## src/logic/mid_cfg.svh

```systemverilog
// Encodings, field positions and timing counts of the instruction decoder
`ifndef MID_CFG_SVH
`define MID_CFG_SVH

// Timing: one instruction cycle is four oscillator clocks
`define MID_CLK_PERIOD_NS   100
`define MID_OSC_PER_ICYC    4
`define MID_PHASE_LAST      2'h3

// Field positions inside the 14-bit word
`define MID_DEST_BIT        7
`define MID_STORE_BIT       7
`define MID_PTR_K_BIT       6
`define MID_PTR_M_BIT       2

// Addresses of the two indirect data ports
`define MID_IND_PORT0       7'h00
`define MID_IND_PORT1       7'h01

// Fixed control words
`define MID_W_BRANCH_ACC    14'h000B
`define MID_W_CALL_ACC      14'h000A
`define MID_W_RET_IRQ       14'h0009
`define MID_W_RETURN        14'h0008
`define MID_W_KICK_WDT      14'h0064
`define MID_W_STANDBY       14'h0063
`define MID_W_SW_RESET      14'h0001

// Pattern words, don't-care bits marked with ?
`define MID_P_ADDC          14'b11_1101_????_????
`define MID_P_SUBB          14'b11_1011_????_????
`define MID_P_ASR           14'b11_0111_????_????
`define MID_P_DECSZ         14'b00_1011_????_????
`define MID_P_INCSZ         14'b00_1111_????_????
`define MID_P_BTSC          14'b01_10??_????_????
`define MID_P_BTSS          14'b01_11??_????_????
`define MID_P_SUBLIT        14'b11_1100_????_????
`define MID_P_LOADPCH       14'b11_0001_1???_????
`define MID_P_ADDPTR        14'b11_0001_0???_????
`define MID_P_RETLIT        14'b11_0100_????_????
`define MID_P_INDMODE       14'b00_0000_0001_????
`define MID_P_INDIDX        14'b11_1111_????_????
`define MID_P_CALL          14'b10_0???_????_????
`define MID_P_JUMP          14'b10_1???_????_????
`define MID_P_BRANCH        14'b11_001?_????_????

`endif

```

## src/logic/mid_pkg.sv

```systemverilog
// Types shared by the instruction decoder modules
`default_nettype none
package mid_pkg;

	// Decoded operation
	typedef enum logic [4:0] {
		OP_NOP,
		OP_ADD_ACC_CARRY_FILE,
		OP_SUB_ACC_BORROW_FILE,
		OP_ARITH_SHIFT_RIGHT_FILE,
		OP_DEC_SKIP_ZERO,
		OP_INC_SKIP_ZERO,
		OP_BIT_TEST_SKIP_CLEAR,
		OP_BIT_TEST_SKIP_SET,
		OP_SUB_ACC_FROM_LITERAL,
		OP_LOAD_PC_HIGH_LATCH,
		OP_BRANCH_BY_ACC,
		OP_CALL_BY_ACC,
		OP_RETURN_FROM_IRQ,
		OP_RETURN_SUB,
		OP_RETURN_WITH_LITERAL,
		OP_KICK_WATCHDOG,
		OP_STANDBY,
		OP_SW_RESET,
		OP_ADD_POINTER_LITERAL,
		OP_INDIRECT_LOAD_ACC,
		OP_INDIRECT_STORE_ACC,
		OP_CALL_ABS,
		OP_JUMP_ABS,
		OP_BRANCH_REL
	} mid_op_t;

	// Sequencer states
	typedef enum logic [1:0] {
		ST_EXEC,
		ST_EXTRA,
		ST_FLUSH
	} mid_state_t;

	// All fields of one decoded word
	typedef struct packed {
		mid_op_t     op;
		logic        dest_file;
		logic [6:0]  file_addr;
		logic [2:0]  bit_sel;
		logic [10:0] literal;
		logic        ptr_sel;
		logic [1:0]  ptr_mode;
		logic        flag_c;
		logic        flag_digit_carry;
		logic        flag_z;
		logic        flag_timeout_powerdown;
		logic [1:0]  base_cycles;
		logic        pc_change;
		logic        push;
		logic        pop;
		logic        wdt_clear;
		logic        standby;
		logic        sw_reset;
		logic        indirect;
	} mid_dec_t;

endpackage
`default_nettype wire

```

## src/logic/mid_decoder.sv

```systemverilog
// Instruction decoder and cycle sequencer of the accumulator core
// Notes on behaviour
// - 11 1101 d f: accumulator plus carry plus file; C, digit carry, Z; one cycle.
// - Subtract accumulator with borrow from file; C, digit carry, Z; one cycle.
// - 11 0111 d f: arithmetic shift right of file; C and Z; one cycle.
// - 00 1011: decrement file, skip next on zero; 1 or 2 cycles; no flags.
// - 00 1111: increment file, skip next on zero; 1 or 2 cycles; no flags.
// - 01 10bb: test file bit, skip next when clear.
// - 01 11bb: test file bit, skip next when set.
// - 11 1100: literal minus accumulator into accumulator; C, digit carry, Z.
// - 11 0001 1k: load 7-bit literal into the PC high latch.
// - Word 000B: branch relative by the accumulator, two cycles.
// - Word 000A: call through the accumulator, pushing return, two cycles.
// - Word 0009: return from interrupt, two cycles.
// - Word 0008: pop return stack into PC, two cycles.
// - 11 0100: literal into accumulator and return, two cycles.
// - Word 0064: kick watchdog, update timeout and powerdown flags.
// - Word 0063: enter standby, update timeout and powerdown flags.
// - Word 0001: software device reset in one cycle.
// - 11 0001 0n k: add signed 6-bit literal to pointer n.
// - 00 0000 0001 0nmm: load via pointer n with pre/post step; Z.
// - 11 1111 0n k: indexed load through pointer n; 1n k stores instead.
// - PC change or true test adds a second cycle run as no-op.
// - Indirect access with pointer MSB set costs one extra cycle.
// - Destination bit 0 routes result to accumulator, 1 to file.
// - One instruction cycle is four oscillator clocks.
`default_nettype none
`timescale 1ns/1ps
`include "mid_cfg.svh"
module mid_decoder (
	input  wire logic             CLK_IN,
	input  wire logic             RESET_IN,
	input  wire logic [13:0]      INSTR_IN,
	input  wire logic             INSTR_VALID_IN,
	input  wire logic             RESULT_ZERO_IN,
	input  wire logic             TEST_BIT_IN,
	input  wire logic [1:0]       PTR_MSB_IN,
	output logic                  FETCH_READY_OUT,
	output logic [1:0]            PHASE_OUT,
	output logic                  CYCLE_END_OUT,
	output var mid_pkg::mid_op_t  OP_OUT,
	output logic                  DEST_FILE_OUT,
	output logic [6:0]            FILE_ADDR_OUT,
	output logic [2:0]            BIT_SEL_OUT,
	output logic [10:0]           LITERAL_OUT,
	output logic                  PTR_SEL_OUT,
	output logic [1:0]            PTR_MODE_OUT,
	output logic                  FLAG_C_EN_OUT,
	output logic                  FLAG_DIGIT_CARRY_EN_OUT,
	output logic                  FLAG_Z_EN_OUT,
	output logic                  FLAG_TIMEOUT_POWERDOWN_EN_OUT,
	output logic [1:0]            BASE_CYCLES_OUT,
	output logic                  PC_CHANGE_OUT,
	output logic                  PUSH_OUT,
	output logic                  POP_OUT,
	output logic                  WDT_CLEAR_OUT,
	output logic                  STANDBY_OUT,
	output logic                  SW_RESET_OUT,
	output logic                  INDIRECT_OUT,
	output logic                  FIRST_CYCLE_OUT,
	output logic                  EXTRA_CYCLE_OUT,
	output logic                  NOP_CYCLE_OUT
);

	mid_pkg::mid_dec_t   cur;
	mid_pkg::mid_state_t state;
	mid_pkg::mid_state_t next_state;
	logic                cycle_end;
	logic                need_extra;
	logic                skip_now;

	// Decoded value of an empty slot
	function automatic mid_pkg::mid_dec_t nop_dec();
		mid_pkg::mid_dec_t d;
		d = '0;
		d.op = mid_pkg::OP_NOP;
		d.base_cycles = 2'h1;
		return d;
	endfunction

	// Skip decision of a conditional op from datapath results
	function automatic logic skip_hit(input mid_pkg::mid_op_t op, input logic zero, input logic bit_val);
		logic hit;
		hit = 1'b0;
		case (op)
			mid_pkg::OP_DEC_SKIP_ZERO: hit = zero;
			mid_pkg::OP_INC_SKIP_ZERO: hit = zero;
			mid_pkg::OP_BIT_TEST_SKIP_CLEAR: hit = !bit_val;
			mid_pkg::OP_BIT_TEST_SKIP_SET: hit = bit_val;
			default: hit = 1'b0;
		endcase
		return hit;
	endfunction

	// Full decode of one fetched word
	function automatic mid_pkg::mid_dec_t decode_word(input logic [13:0] w);
		mid_pkg::mid_dec_t d;
		logic              file_op;
		d = nop_dec();
		file_op = 1'b0;
		d.file_addr = w[6:0];
		d.dest_file = w[`MID_DEST_BIT];
		d.bit_sel = w[9:7];
		casez (w)
			`MID_W_BRANCH_ACC: begin
				d.op = mid_pkg::OP_BRANCH_BY_ACC;
				d.pc_change = 1'b1;
			end
			`MID_W_CALL_ACC: begin
				d.op = mid_pkg::OP_CALL_BY_ACC;
				d.pc_change = 1'b1;
				d.push = 1'b1;
			end
			`MID_W_RET_IRQ: begin
				d.op = mid_pkg::OP_RETURN_FROM_IRQ;
				d.pc_change = 1'b1;
				d.pop = 1'b1;
			end
			`MID_W_RETURN: begin
				d.op = mid_pkg::OP_RETURN_SUB;
				d.pc_change = 1'b1;
				d.pop = 1'b1;
			end
			`MID_W_KICK_WDT: begin
				d.op = mid_pkg::OP_KICK_WATCHDOG;
				d.wdt_clear = 1'b1;
				d.flag_timeout_powerdown = 1'b1;
			end
			`MID_W_STANDBY: begin
				d.op = mid_pkg::OP_STANDBY;
				d.standby = 1'b1;
				d.flag_timeout_powerdown = 1'b1;
			end
			`MID_W_SW_RESET: begin
				d.op = mid_pkg::OP_SW_RESET;
				d.sw_reset = 1'b1;
			end
			`MID_P_INDMODE: begin
				// Bit 3 picks store over load, mm steps the pointer
				d.op = w[3] ? mid_pkg::OP_INDIRECT_STORE_ACC : mid_pkg::OP_INDIRECT_LOAD_ACC;
				d.ptr_sel = w[`MID_PTR_M_BIT];
				d.ptr_mode = w[1:0];
				d.flag_z = !w[3];
				d.indirect = 1'b1;
			end
			`MID_P_ADDC: begin
				d.op = mid_pkg::OP_ADD_ACC_CARRY_FILE;
				{d.flag_c, d.flag_digit_carry, d.flag_z} = 3'h7;
				file_op = 1'b1;
			end
			`MID_P_SUBB: begin
				d.op = mid_pkg::OP_SUB_ACC_BORROW_FILE;
				{d.flag_c, d.flag_digit_carry, d.flag_z} = 3'h7;
				file_op = 1'b1;
			end
			`MID_P_ASR: begin
				d.op = mid_pkg::OP_ARITH_SHIFT_RIGHT_FILE;
				{d.flag_c, d.flag_z} = 2'h3;
				file_op = 1'b1;
			end
			`MID_P_DECSZ: begin
				d.op = mid_pkg::OP_DEC_SKIP_ZERO;
				file_op = 1'b1;
			end
			`MID_P_INCSZ: begin
				d.op = mid_pkg::OP_INC_SKIP_ZERO;
				file_op = 1'b1;
			end
			`MID_P_BTSC: begin
				d.op = mid_pkg::OP_BIT_TEST_SKIP_CLEAR;
				d.dest_file = 1'b0;
				file_op = 1'b1;
			end
			`MID_P_BTSS: begin
				d.op = mid_pkg::OP_BIT_TEST_SKIP_SET;
				d.dest_file = 1'b0;
				file_op = 1'b1;
			end
			`MID_P_SUBLIT: begin
				d.op = mid_pkg::OP_SUB_ACC_FROM_LITERAL;
				d.literal = {3'h0, w[7:0]};
				{d.flag_c, d.flag_digit_carry, d.flag_z} = 3'h7;
			end
			`MID_P_LOADPCH: begin
				d.op = mid_pkg::OP_LOAD_PC_HIGH_LATCH;
				d.literal = {4'h0, w[6:0]};
			end
			`MID_P_ADDPTR: begin
				d.op = mid_pkg::OP_ADD_POINTER_LITERAL;
				d.ptr_sel = w[`MID_PTR_K_BIT];
				d.literal = {{5{w[5]}}, w[5:0]};
			end
			`MID_P_RETLIT: begin
				d.op = mid_pkg::OP_RETURN_WITH_LITERAL;
				d.literal = {3'h0, w[7:0]};
				d.pc_change = 1'b1;
				d.pop = 1'b1;
			end
			`MID_P_INDIDX: begin
				// Leading bit of the low byte picks store over load
				d.op = w[`MID_STORE_BIT] ? mid_pkg::OP_INDIRECT_STORE_ACC : mid_pkg::OP_INDIRECT_LOAD_ACC;
				d.ptr_sel = w[`MID_PTR_K_BIT];
				d.literal = {{5{w[5]}}, w[5:0]};
				d.flag_z = !w[`MID_STORE_BIT];
				d.indirect = 1'b1;
			end
			`MID_P_CALL: begin
				d.op = mid_pkg::OP_CALL_ABS;
				d.literal = w[10:0];
				d.pc_change = 1'b1;
				d.push = 1'b1;
			end
			`MID_P_JUMP: begin
				d.op = mid_pkg::OP_JUMP_ABS;
				d.literal = w[10:0];
				d.pc_change = 1'b1;
			end
			`MID_P_BRANCH: begin
				d.op = mid_pkg::OP_BRANCH_REL;
				d.literal = {{2{w[8]}}, w[8:0]};
				d.pc_change = 1'b1;
			end
			default: begin
				d = nop_dec();
			end
		endcase
		// File ops aimed at an indirect data port go through a pointer
		if (file_op && (w[6:0] == `MID_IND_PORT0 || w[6:0] == `MID_IND_PORT1)) begin
			d.indirect = 1'b1;
			d.ptr_sel = w[0];
		end
		d.base_cycles = d.pc_change ? 2'h2 : 2'h1;
		return d;
	endfunction

	// Four-clock instruction cycle timing
	mid_phase_gen u_phase (
		.clk_in        (CLK_IN),
		.reset_in      (RESET_IN),
		.phase_out     (PHASE_OUT),
		.cycle_end_out (cycle_end)
	);

	assign CYCLE_END_OUT = cycle_end;

	// Extra cycle and skip decisions
	assign need_extra = cur.indirect && PTR_MSB_IN[cur.ptr_sel];
	assign skip_now = skip_hit(cur.op, RESULT_ZERO_IN, TEST_BIT_IN);

	// Next cycle kind
	always_comb begin
		next_state = state;
		case (state)
			mid_pkg::ST_EXEC: begin
				if (need_extra) begin
					next_state = mid_pkg::ST_EXTRA;
				end else if (cur.pc_change || skip_now) begin
					next_state = mid_pkg::ST_FLUSH;
				end else begin
					next_state = mid_pkg::ST_EXEC;
				end
			end
			mid_pkg::ST_EXTRA: begin
				if (cur.pc_change || skip_now) begin
					next_state = mid_pkg::ST_FLUSH;
				end else begin
					next_state = mid_pkg::ST_EXEC;
				end
			end
			mid_pkg::ST_FLUSH: begin
				next_state = mid_pkg::ST_EXEC;
			end
			default: begin
				next_state = mid_pkg::ST_EXEC;
			end
		endcase
	end

	// A new word is taken only at the edge that opens an execute cycle
	assign FETCH_READY_OUT = cycle_end && (next_state == mid_pkg::ST_EXEC);

	// Sequencer state, advances once per instruction cycle
	always_ff @(posedge CLK_IN or posedge RESET_IN) begin
		if (RESET_IN) begin
			state <= mid_pkg::ST_EXEC;
		end else if (cycle_end) begin
			state <= next_state;
		end
	end

	// Decoded word register; flush slots decode as no-op
	always_ff @(posedge CLK_IN or posedge RESET_IN) begin
		if (RESET_IN) begin
			cur <= '{op: mid_pkg::OP_NOP, base_cycles: 2'h1, default: '0};
		end else if (cycle_end) begin
			if (next_state == mid_pkg::ST_EXEC) begin
				cur <= INSTR_VALID_IN ? decode_word(INSTR_IN) : nop_dec();
			end else if (next_state == mid_pkg::ST_FLUSH) begin
				cur <= nop_dec();
			end
		end
	end

	// Decoded fields straight from the register
	assign OP_OUT = cur.op;
	assign DEST_FILE_OUT = cur.dest_file;
	assign FILE_ADDR_OUT = cur.file_addr;
	assign BIT_SEL_OUT = cur.bit_sel;
	assign LITERAL_OUT = cur.literal;
	assign PTR_SEL_OUT = cur.ptr_sel;
	assign PTR_MODE_OUT = cur.ptr_mode;
	assign FLAG_C_EN_OUT = cur.flag_c;
	assign FLAG_DIGIT_CARRY_EN_OUT = cur.flag_digit_carry;
	assign FLAG_Z_EN_OUT = cur.flag_z;
	assign FLAG_TIMEOUT_POWERDOWN_EN_OUT = cur.flag_timeout_powerdown;
	assign BASE_CYCLES_OUT = cur.base_cycles;
	assign PC_CHANGE_OUT = cur.pc_change;
	assign PUSH_OUT = cur.push;
	assign POP_OUT = cur.pop;
	assign WDT_CLEAR_OUT = cur.wdt_clear;
	assign STANDBY_OUT = cur.standby;
	assign SW_RESET_OUT = cur.sw_reset;
	assign INDIRECT_OUT = cur.indirect;

	// Cycle kind flags
	assign FIRST_CYCLE_OUT = (state == mid_pkg::ST_EXEC);
	assign EXTRA_CYCLE_OUT = (state == mid_pkg::ST_EXTRA);
	assign NOP_CYCLE_OUT = (state == mid_pkg::ST_FLUSH);

	logic exec_end;
	assign exec_end = cycle_end && FIRST_CYCLE_OUT && !need_extra;
endmodule
`default_nettype wire

```

## src/logic/mid_phase_gen.sv

```systemverilog
// Divider that splits the oscillator into four-clock instruction cycles
`default_nettype none
`timescale 1ns/1ps
`include "mid_cfg.svh"
module mid_phase_gen (
	input  wire logic       clk_in,
	input  wire logic       reset_in,
	output logic [1:0]      phase_out,
	output logic            cycle_end_out
);

	// Free-running phase count, wraps every instruction cycle
	always_ff @(posedge clk_in or posedge reset_in) begin
		if (reset_in) begin
			phase_out <= 2'h0;
		end else begin
			phase_out <= phase_out + 2'h1;
		end
	end

	// Enable pulse in the last phase of each instruction cycle
	assign cycle_end_out = (phase_out == `MID_PHASE_LAST);

endmodule
`default_nettype wire

```

## config.mk

```make
export PLATFORM = sky130hd
export DESIGN_NAME = mid_decoder
export DESIGN_NICKNAME = d
export VERILOG_FILES = /design/src/logic/mid_pkg.sv /design/src/logic/mid_decoder.sv /design/src/logic/mid_phase_gen.sv
export VERILOG_INCLUDE_DIRS = /design/src /design/src/logic
export SDC_FILE = /design/constraint.sdc
export NUM_CORES = 1
export LEC_CHECK = 0
export BUFFER_PORTS_ARGS = -buffer_cell sky130_fd_sc_hd__buf_2
export CORE_MARGIN = 2
export CORE_UTILIZATION = 54
export DETAILED_ROUTE_END_ITERATION = 10
export PLACE_DENSITY = 0.81
export SLEW_MARGIN = 20
export SYNTH_ARGS = -nofsm -noshare
export SYNTH_HDL_FRONTEND = slang
export SYNTH_SLANG_ARGS = --single-unit
```

## constraint.sdc

```tcl
create_clock -name CLK_IN -period 2 [get_ports CLK_IN]
set_clock_uncertainty 0.15 [all_clocks]
set_input_delay 0.2 -clock CLK_IN [delete_from_list [all_inputs] [get_ports CLK_IN]]
set_output_delay 0.2 -clock CLK_IN [all_outputs]
set_load 0.05 [all_outputs]
```

==> impl_metrics.yaml, run 1 <==
outcome:
  outcome: "finished with violations"
  violations: "setup timing"
critical_path:
  cp_data_arrival_time_ps: 2100
  cp-end-kind: "register"
  cp_top_family: "compound AO/OA/AOI/OAI gates"
  cp.depth: 6
  cpMaxStageDelayCell: "dfrtp_1"
  critPathKind: "register to register"
  start_kind: "register"
  slowest_delay_ps: 410
  critPathMaxFanout: 9
  worstPathCellList: "mux2_4, a31o_1, o31ai_4, nor2b_1, buf_4, a22o_1"
  ff2ff_path_depth: 6
  critical_path_required_ps: 2100
  path_buf_inv: 1
final_layout:
  syn_to_final_growth_pct: 24.8
  drive_gt1_share_pct: 36.5
  n_antenna_cell: 0
  fin_cells: 456
  num-nets-final: 407
sta:
  hold_viol: 0
  max_slew.worst_pin.slew_ps: 701
  rsz0062_at_grt: "yes"
  setup_viol: 6
  relSlewSlack_pct: 53.0
  max_freq_mhz: 499
  period_minus_slack_ps: 2000
  fin_ws_ps: -3.62
  whs_ps: 101
  min_period_over_period_pct: 100
  final_max_slew_viol_count: 0
  final.setup.tns_ps: -10.5
routing:
  drt_first_iter_violations: 339
  drc: 0
  route.detailed.wl_per_inst_um: 17.5
  wl_mm: 7.97
  antenna_left: 0
  dr.pass1.iters: 5
  vias_per_cell: 6.22
  vias: 2838
clock_network:
  cts-root-buf: "clkbuf_8"
  clockBufferDepth: 2
  cts_tree: "done"
  cts_inserted_buffers: 5
  clk_latency_ps: 310
  cts_max_level: 2
  path_clk_slew_ps: 90
  cts.sinks: 46
placement:
  dp_hpwl_mm: 5.40
  io_buffers: 70
  place_ws_ps: 35.7
  gp_congestion: 0.884
  placed_cells: 441
hold_path:
  hold_class: "input port to register"
  min_path_cells: 3
yosys:
  synth_nets: 332
  avgSynthCellArea_um2: 9.29
  yosysTopAreaCell: "dfrtp_1"
  synth_edf_count: 0
  synth_ff_type: "dfrtp_1"
  yosysMostFrequentCell: "dfrtp_1"
  ys_ff_latch: 46
  yosysWarnings: 0
  ys_async_sr_fraction_pct: 100
  synthesis.area_um2: 2880
  synthDistinctLibCells: 69
  synth_top_area_share_pct: 39.1
  synth_cells: 310
  synth_seq_area_share_pct: 40.0
  synth.top_cells.by_count: "dfrtp_1 (45), nand2_1 (37), a22o_1 (20)"
  yosys-top-cells-area: "dfrtp_1 (39%), a22o_1 (6.1%), nand2_1 (4.8%)"
floorplanning:
  io_pins: 71
  die_w_um: 77.0
  start_util_pct: 56.0
  core_um2: 5140
  fp.dieH_um: 77.0
  dieArea_um2: 5930
  row_count: 26
grt:
  grt_pass1_vias: 2503
  overflow: 0
  grt_start_max_net_pins: 36
  grt_pass1_wl_mm: 12.1
  antenna_found_initial: 0
  grt_use_total_pct: 25.2
power_and_ir_drop:
  max-vdd-ir-drop_uv: 424
  leakage_uw: 0.00179
  powerDensity_nw_per_um2: 615
  total_power_uw: 2210
run:
  drv_cap: 0
[final cells by class]
class                   instances  area, um^2
multi-input cells             220        1570
well taps                      70        87.6
repair buffers                 98         618
inverters                      14        52.6
clock inverters                 1        30.0
fillers                       413        1550
flip-flops and latches         46        1150
clock buffers                   7        76.3
[stage by stage]
step | area [um^2] | util [%]
6_report | 3590 | 69.9
5_1_grt | 3590 | 69.9
4_1_cts | 3510 | 68.3
3_5_place_dp | 3360 | 65.3
3_3_place_gp | 3360 | 65.3
2_1_floorplan | 2910 | -
[tightest hold or removal path, stage by stage]
cell,delay [ps]
buf_2,170
nand2_2,100
o21ai_1,60
[layer usage]
| layer | track usage [%] | up-vias | wire (um) |
|---|---|---|---|
| li1 | - | 1308 | - |
| met5 | 0 | - | 0 |
| met2 | 39.7 | 167 | 3840 |
| met3 | 4.82 | 15 | 621 |
| met4 | 8.04 | 0 | 131 |
| met1 | 35.3 | 1348 | 3370 |
[path summary, 6_finish.rpt]
kind                                                  end                       from  slack (ps)
setup / recovery               LITERAL_OUT[3]$_DFFE_PP0P_    PTR_SEL_OUT$_DFFE_PP0P_          -4
hold / removal                PTR_MODE_OUT[1]$_DFFE_PP0P_                INSTR_IN[1]         100
setup reg to reg               LITERAL_OUT[3]$_DFFE_PP0P_    PTR_SEL_OUT$_DFFE_PP0P_          -4
hold reg to reg                 FLAG_Z_EN_OUT$_DFFE_PP0P_  FLAG_Z_EN_OUT$_DFFE_PP0P_         320
max in group asynchronous  BASE_CYCLES_OUT[0]$_DFFE_PP1P_                   RESET_IN         810
min in group asynchronous      LITERAL_OUT[4]$_DFFE_PP0P_                   RESET_IN         300
[state kept, by name (all words and copies together), names as in the netlist]
signal	flops
DEST_FILE_OUT	1
FLAG_TIMEOUT_POWERDOWN_EN_OUT	1
OP_OUT	5
PTR_MODE_OUT	2
BIT_SEL_OUT	3
LITERAL_OUT	11
BASE_CYCLES_OUT	2
u_phase.phase_out	2
FLAG_Z_EN_OUT	1
STANDBY_OUT	1
state	2
WDT_CLEAR_OUT	1
PUSH_OUT	1
FLAG_C_EN_OUT	1
POP_OUT	1
PTR_SEL_OUT	1
INDIRECT_OUT	1
FLAG_DIGIT_CARRY_EN_OUT	1
SW_RESET_OUT	1
FILE_ADDR_OUT	7
[what timing repair did]
item | CTS | global route
endpoints found under the hold margin | 18 | 0
hold buffers | 1 | 0
buffers inserted | 2 | 4
gates resized for setup | 6 | 12
endpoints found under the setup margin | 1 | 32
pin swaps | 1 | 7
[layout by cell type, fill, tap and decap left out, drive strengths merged, types with 2 or more instances in the layout]
| cell type | n |
|---|---|
| nand2 | 37 |
| inv | 13 |
| clkbuf | 7 |
| o41ai | 2 |
| nor3 | 4 |
| nor4b | 2 |
| xnor2 | 2 |
| nor4bb | 2 |
| nor3b | 2 |
| buf | 97 |
| dfrtp | 45 |
| nand3 | 11 |
| and3 | 4 |
| a32o | 2 |
| nand2b | 3 |
| nand4 | 10 |
| a22o | 20 |
| a21boi | 2 |
| a31oi | 11 |
| nor2b | 6 |
| and2 | 3 |
| o22ai | 3 |
| o221ai | 3 |
| o211ai | 2 |
| nor4 | 3 |
| a31o | 2 |
| a21o | 2 |
| or3b | 3 |
| nor2 | 12 |
| and4 | 2 |
| o31ai | 2 |
| a22oi | 10 |
| nand3b | 2 |
| o21ai | 16 |
| a21oi | 20 |
[power by group]
group          internal (uW)  leakage, uW  switching (uW)
clock network            374    0.0000524             319
registers                967     0.000623            35.6
logic                    162      0.00112             353
[logic make-up (layout without fill, tap and decap cells)]
group / Yosys count / count (layout) / synth area share, %
muxes: 1 / 1 / 0.521
DFF: 46 / 46 / 40.0
buffers and inverters: 44 / 120 / 8.17
xor gates and xnor gates: 3 / 3 / 0.913
adders and majority gates: 2 / 2 / 0.782
AOI/OAI and AO/OA: 105 / 105 / 27.6
and+or+nand+nor: 109 / 109 / 22.0
No activity file was read; power rests on OpenSTA's default activity.
==> run 2, diff against run 1 <==
--- a/config.mk
+++ b/config.mk
@@ -8,9 +8,10 @@
 export LEC_CHECK = 0
 export BUFFER_PORTS_ARGS = -buffer_cell sky130_fd_sc_hd__buf_2
 export CORE_MARGIN = 2
-export CORE_UTILIZATION = 54
+export CORE_UTILIZATION = 48
+export CTS_CLUSTER_DIAMETER = 100
 export DETAILED_ROUTE_END_ITERATION = 10
-export PLACE_DENSITY = 0.81
+export PLACE_DENSITY = 0.76
 export SLEW_MARGIN = 20
 export SYNTH_ARGS = -nofsm -noshare
 export SYNTH_HDL_FRONTEND = slang
==> constraint.sdc (replaced) <==
create_clock -name CLK_IN -period 1.84 [get_ports CLK_IN]
set_clock_uncertainty 0.15 [all_clocks]
set_input_delay 0.184 -clock CLK_IN [delete_from_list [all_inputs] [get_ports CLK_IN]]
set_output_delay 0.184 -clock CLK_IN [all_outputs]
set_load 0.05 [all_outputs]
==> run 2 against run 1 <==
Net effect:
- the flow still finishes with violations (setup timing)
- register-to-register slack lost 160 ps
- global-route usage shrank 0.051 points
- largest cell class unchanged
- sequential power grew 9%
- final cell count grew 7.2%
- combinational power grew 18%
- routed wire length grew 5.5%
- non-clock buffer count grew 28
- sequential cell count is the same
==> impl_metrics.yaml, run 2 (same netlist as run 1, synthesis figures left out) <==
clock_network:
  path_clk_slew_ps: 80
  cts.sinks: 46
  cts_inserted_buffers: 5
  clk_latency_ps: 300
  cts_tree: "done"
  clockBufferDepth: 2
  cts-root-buf: "clkbuf_8"
  cts_max_level: 2
final_layout:
  final_cell_mix: "buf_2 (69), buf_4 (46), dfrtp_1 (43)"
  largest_reg_flops: 11
  drive_gt1_share_pct: 43.0
  final_common_cell: "buf_2"
  design_area_um2: 3920
  num-nets-final: 435
  n_antenna_cell: 0
  fin_cells: 489
  syn_to_final_growth_pct: 36.1
routing:
  wl_mm: 8.41
  drc: 0
  vias: 2993
  vias_per_cell: 6.12
  dr.pass1.iters: 6
  antenna_left: 0
  route.detailed.wl_per_inst_um: 17.2
  drt_first_iter_violations: 245
placement:
  placed_cells: 475
  io_buffers: 70
  dp_hpwl_mm: 5.97
  place_area_um2: 3590
  gp_congestion: 0.917
grt:
  grt_pass1_wl_mm: 13.0
  overflow: 0
  grt_use_total_pct: 25.2
  grt_pass1_vias: 2736
  grt_start_max_net_pins: 36
  antenna_found_initial: 0
hold_path:
  hold_class: "input port to register"
sta:
  final_max_slew_viol_count: 0
  fin_ws_ps: -167
  setup_viol: 39
  relSlewSlack_pct: 62.5
  max_freq_mhz: 498
  max_slew.worst_pin.slew_ps: 554
  period_minus_slack_ps: 2010
  rsz0062_at_grt: "yes"
  min_period_over_period_pct: 109
  hold_viol: 0
floorplanning:
  row_count: 28
  die_w_um: 81.4
  dieArea_um2: 6630
  core_um2: 5850
  start_util_pct: 49.2
  io_pins: 71
  fp.dieH_um: 81.4
outcome:
  violations: "setup timing"
  outcome: "finished with violations"
power_and_ir_drop:
  leakage_uw: 0.00199
  powerDensity_nw_per_um2: 669
  max-vdd-ir-drop_uv: 404
  total_power_uw: 2620
critical_path:
  cp-end-kind: "register"
  start_kind: "register"
  critical_path_required_ps: 1930
  r2r_setup_slack_ps: -170
  critPathKind: "register to register"
  critPathMaxFanout: 8
  cp_data_arrival_time_ps: 2100
run:
  drv_cap: 0
run 2: layout make-up:
class	count	area, um^2
Timing Repair Buffer	126	857
Sequential cell	46	1150
Clock buffer	6	82.6
Tap cell	75	93.8
Multi-Input combinational cell	220	1620
Fill cell	450	1930
Inverter	14	52.6
Clock inverter	2	60.1
run 2: critical path, stage by stage, from the launching register on:
cell,delay (ps)
dfrtp_1,410
mux2_4,310
a31o_1,240
o31ai_4,310
buf_6,210
a21boi_4,200
a21o_1,110
run 2: metrics by stage:
step           setup TNS [ps]  utilization [%]  hold WS, ps  setup slack, ps
2_1_floorplan          -10750                -          150             -316
3_3_place_gp             -645             61.4         90.1            -55.8
3_5_place_dp            -2170             61.4         96.0             -116
4_1_cts                 -3450             66.2         28.4             -158
5_1_grt                 -6700             67.0         39.4             -240
6_report                -3960             67.0         37.1             -167
run 2: final timing paths:
check,to,cells after the start,from
setup / recovery,BASE_CYCLES_OUT[1]$_DFFE_PP0P_,6,PTR_SEL_OUT$_DFFE_PP0P_
hold / removal,LITERAL_OUT[3]$_DFFE_PP0P_,2,INSTR_IN[3]
setup reg to reg,BASE_CYCLES_OUT[1]$_DFFE_PP0P_,6,PTR_SEL_OUT$_DFFE_PP0P_
hold reg to reg,u_phase.phase_out[0]$_DFF_PP0_,1,u_phase.phase_out[0]$_DFF_PP0_
max in group asynchronous,LITERAL_OUT[4]$_DFFE_PP0P_,4,RESET_IN
min in group asynchronous,SW_RESET_OUT$_DFFE_PP0P_,3,RESET_IN
run 2: report_power, final:
group	switching (uW)	internal, uW	total [uW]
Clock	346	579	925
Sequential	38.3	1050	1090
Combinational	397	209	606
Total	781	1840	2620
run 2: what timing repair did:
action,4_1_cts,5_1_grt
resized for setup,21,9
pin swaps,11,6
setup buffers,4,1
hold buffers,1,0
endpoints found under the setup margin,40,43
endpoints found under the hold margin,21,0
run 2: metal layers:
layer | vias up | track usage, % | part of all wire [%]
met5 | - | 0 | 0
met4 | 0 | 7.97 | 2.3
met3 | 27 | 3.85 | 7.1
met2 | 160 | 42.7 | 50
met1 | 1451 | 33.0 | 41
li1 | 1355 | - | -
